<file path="src/sleep_clock_gating_consts.svh">
// Constants of the sleep clock gating block.
`ifndef SLEEP_CLOCK_GATING_CONSTS_SVH
`define SLEEP_CLOCK_GATING_CONSTS_SVH

`define ADDR_W              12
`define OFF_SLEEP_GATE      12'h118
`define OFF_GATE_CFG        12'h11C
`define OFF_FAULT_STATUS    12'h120
`define OFF_FAULT_MASK      12'h124
`define BIT_PHY_CLOCK_EN    30
`define BIT_MAC_CLOCK_EN    28
`define BIT_PORT_G_CLOCK_EN 6
`define BIT_PORT_A_CLOCK_EN 0
`define BIT_SLEEP_GATE_SEL  0
`define GATE_MASK           32'h5000_007F
`define GATE_RESET          32'h0000_0000
`define CFG_MASK            32'h0000_0001
`define RESP_OKAY           2'h0
`define RESP_SLVERR         2'h2

`endif

</file>
<file path="src/sleep_clock_gating_pkg.sv">
// Types and helpers of the sleep clock gating block.
package sleep_clock_gating_pkg;

  typedef enum logic [1:0] {
    MODE_RUN,
    MODE_SLEEP,
    MODE_DEEP_SLEEP
  } power_mode_t;

  typedef logic [31:0] word_t;

  // Merges write data into an old value under byte strobes and a mask.
  function automatic word_t strobe_merge(word_t old_val, word_t new_val,
                                         logic [3:0] strb, word_t mask);
    word_t res;
    res = old_val;
    for (int i = 0; i < 4; i++) begin
      if (strb[i]) begin
        res[i*8 +: 8] = new_val[i*8 +: 8];
      end
    end
    return res & mask;
  endfunction : strobe_merge

endpackage : sleep_clock_gating_pkg

</file>
<file path="src/gate_if.sv">
// Carrier between the gating controller and the fault checker.
interface gate_if;
  logic [31:0] clk_en;
  logic [31:0] access;
  logic [31:0] fault;

  modport ctrl (output clk_en, output access, input fault);
  modport chk  (input clk_en, input access, output fault);
endinterface : gate_if

</file>
<file path="src/gate_fault_check.sv">
// Flags unit accesses that land on an unclocked unit.
`include "sleep_clock_gating_consts.svh"

module gate_fault_check (
  input wire logic aclk,
  input wire logic aresetn,
  gate_if.chk      gate
);
  import sleep_clock_gating_pkg::*;

  logic [31:0] fault_reg;
  logic [31:0] fault_next;

  always_comb begin
    fault_next = gate.access & ~gate.clk_en & `GATE_MASK;
  end

  always_ff @(posedge aclk) begin
    if (!aresetn) begin
      fault_reg <= 32'h0000_0000;
    end else begin
      fault_reg <= fault_next;
    end
  end

  assign gate.fault = fault_reg;

endmodule : gate_fault_check

</file>
<file path="src/sleep_clock_gating.sv">
// Sleep-mode unit clock gating register with AXI4-Lite access.
//
// Design decision made here: the AXI4-Lite register port.
`include "sleep_clock_gating_consts.svh"

module sleep_clock_gating (
  input  wire logic                               aclk,
  input  wire logic                               aresetn,
  input  wire logic [`ADDR_W-1:0]                 s_axi_awaddr,
  input  wire logic                               s_axi_awvalid,
  output logic                                    s_axi_awready,
  input  wire logic [31:0]                        s_axi_wdata,
  input  wire logic [3:0]                         s_axi_wstrb,
  input  wire logic                               s_axi_wvalid,
  output logic                                    s_axi_wready,
  output logic [1:0]                              s_axi_bresp,
  output logic                                    s_axi_bvalid,
  input  wire logic                               s_axi_bready,
  input  wire logic [`ADDR_W-1:0]                 s_axi_araddr,
  input  wire logic                               s_axi_arvalid,
  output logic                                    s_axi_arready,
  output logic [31:0]                             s_axi_rdata,
  output logic [1:0]                              s_axi_rresp,
  output logic                                    s_axi_rvalid,
  input  wire logic                               s_axi_rready,
  input  wire sleep_clock_gating_pkg::power_mode_t power_mode,
  input  wire logic [31:0]                        run_gate_en,
  input  wire logic [31:0]                        deep_gate_en,
  input  wire logic [31:0]                        unit_access,
  output logic [31:0]                             unit_clk_en,
  output logic [31:0]                             unit_fault,
  output logic                                    irq
);
  import sleep_clock_gating_pkg::*;

  ////////////////////////////////////////////////////////////////////////////
  // State.

  logic               aw_full_reg, aw_full_next;
  logic [`ADDR_W-1:0] aw_addr_reg, aw_addr_next;
  logic               w_full_reg, w_full_next;
  logic [31:0]        w_data_reg, w_data_next;
  logic [3:0]         w_strb_reg, w_strb_next;
  logic               awready_reg, awready_next;
  logic               wready_reg, wready_next;
  logic               bvalid_reg, bvalid_next;
  logic [1:0]         bresp_reg, bresp_next;
  logic               arready_reg, arready_next;
  logic               rvalid_reg, rvalid_next;
  logic [31:0]        rdata_reg, rdata_next;
  logic [1:0]         rresp_reg, rresp_next;
  logic [31:0]        sleep_reg, sleep_next;
  logic [31:0]        cfg_reg, cfg_next;
  logic [31:0]        status_reg, status_next;
  logic [31:0]        mask_reg, mask_next;
  logic [31:0]        clk_en_reg, clk_en_next;
  logic               irq_reg, irq_next;
  logic               do_write;
  logic               take_ar;
  logic [31:0]        gated_hit;

  gate_if gate ();

  gate_fault_check u_fault_check (
    .aclk    (aclk),
    .aresetn (aresetn),
    .gate    (gate.chk)
  );

  assign gate.clk_en = clk_en_reg;
  assign gate.access = unit_access;

  ////////////////////////////////////////////////////////////////////////////
  // Bus slave and registers.

  always_comb begin
    do_write     = aw_full_reg && w_full_reg && !bvalid_reg;
    take_ar      = s_axi_arvalid && arready_reg;
    aw_full_next = aw_full_reg;
    aw_addr_next = aw_addr_reg;
    w_full_next  = w_full_reg;
    w_data_next  = w_data_reg;
    w_strb_next  = w_strb_reg;
    bresp_next   = bresp_reg;
    rdata_next   = rdata_reg;
    rresp_next   = rresp_reg;
    sleep_next   = sleep_reg;
    cfg_next     = cfg_reg;
    mask_next    = mask_reg;
    status_next  = status_reg;
    if (s_axi_awvalid && awready_reg) begin
      aw_full_next = 1'b1;
      aw_addr_next = s_axi_awaddr;
    end
    if (s_axi_wvalid && wready_reg) begin
      w_full_next = 1'b1;
      w_data_next = s_axi_wdata;
      w_strb_next = s_axi_wstrb;
    end
    if (do_write) begin
      aw_full_next = 1'b0;
      w_full_next  = 1'b0;
      bresp_next   = `RESP_OKAY;
      if (aw_addr_reg == `OFF_SLEEP_GATE) begin
        sleep_next = strobe_merge(sleep_reg, w_data_reg, w_strb_reg,
                                  `GATE_MASK);
      end else if (aw_addr_reg == `OFF_GATE_CFG) begin
        cfg_next = strobe_merge(cfg_reg, w_data_reg, w_strb_reg, `CFG_MASK);
      end else if (aw_addr_reg == `OFF_FAULT_MASK) begin
        mask_next = strobe_merge(mask_reg, w_data_reg, w_strb_reg,
                                 `GATE_MASK);
      end else if (aw_addr_reg == `OFF_FAULT_STATUS) begin
        status_next = status_reg & ~strobe_merge(32'h0000_0000, w_data_reg,
                                                 w_strb_reg, `GATE_MASK);
      end else begin
        bresp_next = `RESP_SLVERR;
      end
    end
    // A fault in the same cycle as its clear keeps the bit set.
    status_next  = status_next | gate.fault;
    bvalid_next  = do_write || (bvalid_reg && !s_axi_bready);
    awready_next = !aw_full_next;
    wready_next  = !w_full_next;
    if (take_ar) begin
      rresp_next = `RESP_OKAY;
      if (s_axi_araddr == `OFF_SLEEP_GATE) begin
        rdata_next = sleep_reg & `GATE_MASK;
      end else if (s_axi_araddr == `OFF_GATE_CFG) begin
        rdata_next = cfg_reg;
      end else if (s_axi_araddr == `OFF_FAULT_STATUS) begin
        rdata_next = status_reg;
      end else if (s_axi_araddr == `OFF_FAULT_MASK) begin
        rdata_next = mask_reg;
      end else begin
        rdata_next = 32'h0000_0000;
        rresp_next = `RESP_SLVERR;
      end
    end
    rvalid_next  = take_ar || (rvalid_reg && !s_axi_rready);
    arready_next = !rvalid_next;
    irq_next     = |(status_next & mask_next);
  end

  ////////////////////////////////////////////////////////////////////////////
  // Clock enable selection.

  always_comb begin
    clk_en_next = run_gate_en;
    case (power_mode)
      MODE_SLEEP: begin
        if (cfg_reg[`BIT_SLEEP_GATE_SEL]) begin
          clk_en_next = sleep_reg;
        end
      end
      MODE_DEEP_SLEEP: begin
        if (cfg_reg[`BIT_SLEEP_GATE_SEL]) begin
          clk_en_next = deep_gate_en;
        end
      end
      default: begin
        clk_en_next = run_gate_en;
      end
    endcase
    clk_en_next = clk_en_next & `GATE_MASK;
  end

  always_ff @(posedge aclk) begin
    if (!aresetn) begin
      aw_full_reg <= 1'b0;
      aw_addr_reg <= 12'h000;
      w_full_reg  <= 1'b0;
      w_data_reg  <= 32'h0000_0000;
      w_strb_reg  <= 4'h0;
      awready_reg <= 1'b0;
      wready_reg  <= 1'b0;
      bvalid_reg  <= 1'b0;
      bresp_reg   <= `RESP_OKAY;
      arready_reg <= 1'b0;
      rvalid_reg  <= 1'b0;
      rdata_reg   <= 32'h0000_0000;
      rresp_reg   <= `RESP_OKAY;
      sleep_reg   <= `GATE_RESET;
      cfg_reg     <= 32'h0000_0000;
      status_reg  <= 32'h0000_0000;
      mask_reg    <= 32'h0000_0000;
      clk_en_reg  <= 32'h0000_0000;
      irq_reg     <= 1'b0;
    end else begin
      aw_full_reg <= aw_full_next;
      aw_addr_reg <= aw_addr_next;
      w_full_reg  <= w_full_next;
      w_data_reg  <= w_data_next;
      w_strb_reg  <= w_strb_next;
      awready_reg <= awready_next;
      wready_reg  <= wready_next;
      bvalid_reg  <= bvalid_next;
      bresp_reg   <= bresp_next;
      arready_reg <= arready_next;
      rvalid_reg  <= rvalid_next;
      rdata_reg   <= rdata_next;
      rresp_reg   <= rresp_next;
      sleep_reg   <= sleep_next;
      cfg_reg     <= cfg_next;
      status_reg  <= status_next;
      mask_reg    <= mask_next;
      clk_en_reg  <= clk_en_next;
      irq_reg     <= irq_next;
    end
  end

  assign s_axi_awready = awready_reg;
  assign s_axi_wready  = wready_reg;
  assign s_axi_bvalid  = bvalid_reg;
  assign s_axi_bresp   = bresp_reg;
  assign s_axi_arready = arready_reg;
  assign s_axi_rvalid  = rvalid_reg;
  assign s_axi_rdata   = rdata_reg;
  assign s_axi_rresp   = rresp_reg;
  assign unit_clk_en   = clk_en_reg;
  assign unit_fault    = gate.fault;
  assign irq           = irq_reg;

  ////////////////////////////////////////////////////////////////////////////
  // Assertions.

  assign gated_hit = unit_access & ~clk_en_reg & `GATE_MASK;
endmodule : sleep_clock_gating

</file>
<file path="config.mk">
export PLATFORM = sky130hd
export DESIGN_NAME = sleep_clock_gating
export DESIGN_NICKNAME = d
export VERILOG_FILES = /design/src/sleep_clock_gating_pkg.sv /design/src/gate_if.sv /design/src/gate_fault_check.sv /design/src/sleep_clock_gating.sv
export VERILOG_INCLUDE_DIRS = /design/src
export SDC_FILE = /design/constraint.sdc
export NUM_CORES = 1
export LEC_CHECK = 0
export BUFFER_PORTS_ARGS = -buffer_cell sky130_fd_sc_hd__buf_4
export CORE_AREA = 2 2 105 107
export CTS_CLUSTER_SIZE = 30
export DETAILED_ROUTE_END_ITERATION = 8
export DIE_AREA = 0 0 107 109
export PLACE_DENSITY = 0.83
export SLEW_MARGIN = 20
export SYNTH_ARGS = -nofsm -noshare
export SYNTH_HDL_FRONTEND = slang
export SYNTH_SLANG_ARGS = --single-unit
</file>
<file path="constraint.sdc">
create_clock -name aclk -period 4.1 [get_ports aclk]
set_input_delay 0.41 -clock aclk [delete_from_list [all_inputs] [get_ports aclk]]
set_output_delay 0.41 -clock aclk [all_outputs]
set_load 0.02 [all_outputs]
</file>
==> reports/results.ini <==
[status]
status=finished clean

[logic_synthesis]
ys_types=53
yosys.area.top_type=dfxtp_1
synth-seq-cells=88
yosysWarnings=0
synth_top_cell_area_share=0.429
synth_seq_area_share=0.429
synthArstFlopShare=0
synthMostInstantiatedCell=dfxtp_1
synth_common_cells=88 x dfxtp_1, 71 x buf_4, 57 x nand2_1, 47 x nor2_1, 38 x a21oi_1
synth_ff_type=dfxtp_1
yosys-top-cells-area=dfxtp_1 43%, buf_4 13%, nand2_1 5.2%, a21oi_1 4.6%, nor2_1 4.3%
postSynthAreaPerCell_um2=8.83
syn-cell-area_um2=4110
syn_inst=465
synth-edff-count=0

[timing]
slew_headroom=0.498
skew_ps=16.1
setup_violations=0
period_share=0.616
holdWs_ps=285
hold_viol=0
slew_viol_final=0
rsz0062_at_grt=false
tns_ps=0
fmax_ghz=0.396
worst_slew_pin_slew_ps=751
min_period_ps=2520

[global_route]
grt-ovfl-total=0
grt_pass1_vias=3290
grt.total_usage=0.169
grt_max_degree=48
grt_antenna_before_repair=0
grt_first_pass_wirelength_mm=15.4

[critical_path]
crit_fanout=10
cp_cell_sequence=nor3b_1, and4_1, and2_4, mux2_4, a2111oi_4, a41oi_1
cp_slowest_cell=and4_1
r2r_end=irq
critical_path_class=reg -> reg
r2r_cells=6
crit_start=aw_addr_reg[5]
crit_arrival_ps=2760
crit_path_start_kind=flop
worstPathRequired_ps=4330
r2r_slack_ps=1580
end_kind=flop
cpPeakStageDelay_ps=510
timing.rr.start=aw_addr_reg[5]
cp-endpoint=irq

[die]
die_area_um2=11700
dieHeight_um=109
die_w_um=107
placementRows=38
design.core.area_um2=10600
start_util=0.387
pin_count=271

[min_path]
min_delay_path_depth=3
hold_path_class=in -> reg
min_from=run_gate_en[4]

[routing]
vias=3424
viasPerCell=4.88
finalWirelength_mm=9.70
ant_nets=0
firstDrtPassIters=4
drtIter0Drc=188
wire_per_inst_um=13.8
drc_errors=0

[cts]
clk_pin_slew_ps=100
cts_made_buffers=9
post_cts_resized=0
ctsHoldBuffers=0
htreeDepth=3
postCtsSetupBuffers=0
cts_tree=built
clockBufferDepth=2
clk_latency_ps=360
root_buffer=clkbuf_8
clock-sinks=88

[cells_and_area]
fill_cells=1013
drive_gt1_frac=0.246
n_antenna_cell=0
largest_reg_flops=12
multi_input_area_um2=1940
nets=724
synthToLayoutAreaGrowth_pct=19.1
ff_latch_area_um2=1760

[power]
swShare=0.305
intPower_w=0.00124
leakage_nw=2.10
pwr-share-seq=0.517
vdd_drop_max_uv=193
finalPower_w=0.00179
comb_power_share=0.158
p_per_area_nw_per_um2=366
power.switching_w=0.000547
clockPowerShare=0.326

[placement]
io_buffers=105
place.gp.congestion=0.809
hpwlAfterDp_mm=7.57

[run]
drv_cap=0

power groups by stage:
stage	Clock, W	Sequential (W)	Combinational (W)
global placement	0	0.000944	0.000276
detailed placement	0	0.000946	0.000282
CTS	0.000603	0.000926	0.000283
global route	0.000638	0.000932	0.000309
floorplan	0	0.000961	0.000205
finish	0.000584	0.000926	0.000282
how the worst min path moves through the flow:
stage / end / slack [ps]
6_report: unit_clk_en[4] / 290
2_1_floorplan: aw_addr_reg[8] / 440
5_1_grt: w_data_reg[0] / 280
4_1_cts: unit_clk_en[4] / 270
3_3_place_gp: u_fault_check.gate.fault[4] / 410
3_5_place_dp: u_fault_check.gate.fault[5] / 410
metal layers:
layer  up-vias  GRT usage  part of all wire  routed length (um)
li1       1656          -                 -                   -
met1      1617      0.182              0.38                3700
met2       138      0.314              0.54                5260
met3        13     0.0389             0.053                 516
met4         0     0.0742             0.023                 225
met5         -          0                 0                   0
cell usage in the layout (no fill, tap or decap), types with 6 or more instances in the layout:
cell type,n
a21oi_1,38
buf_4,106
a221oi_1,9
nand3_1,6
nor2_1,47
o21ai_0,7
conb_1,71
nand2_1,57
nor3_1,10
nor3b_1,10
a22oi_1,11
a22o_1,9
mux2i_1,13
clkbuf_8,9
mux2_2,7
dfxtp_1,88
per-stage QoR:
step	cells	instance area (um2)	util	setup WS, ps
after global placement	686	4690	0.443	1670
final	702	4890	0.461	1580
after detailed placement	686	4690	0.443	1590
after floorplan	535	4370	-	1900
after CTS	702	4890	0.461	1570
after global routing	702	4890	0.461	1330
critical path, delay by kind of cell (launching register included):
family	cells	cell delay [ps]
AOI/OAI and AO/OA	2	520
DFF	1	350
muxes	1	320
and+or+nand+nor	3	1190
kinds of logic (layout without fill, tap and decap cells):
| logic type | Yosys count | count (layout) | synth area share |
|---|---|---|---|
| DFF | 88 | 88 | 0.429 |
| muxes | 21 | 21 | 0.0546 |
| adders and majority gates | 2 | 2 | 0.00609 |
| buffers and inverters | 100 | 127 | 0.162 |
| other | 1 | 71 | 0.000913 |
| and+or+nand+nor | 163 | 163 | 0.197 |
| AOI/OAI and AO/OA | 90 | 90 | 0.150 |
layout make-up:
type | count | share of cell area
Multi-Input combinational cell | 347 | 0.397
Sequential cell | 88 | 0.360
Timing Repair Buffer | 106 | 0.163
Tap cell | 140 | 0.0358
Clock buffer | 9 | 0.0253
Clock inverter | 7 | 0.0148
Inverter | 5 | 0.00384
(Power assumes the default switching activity.)
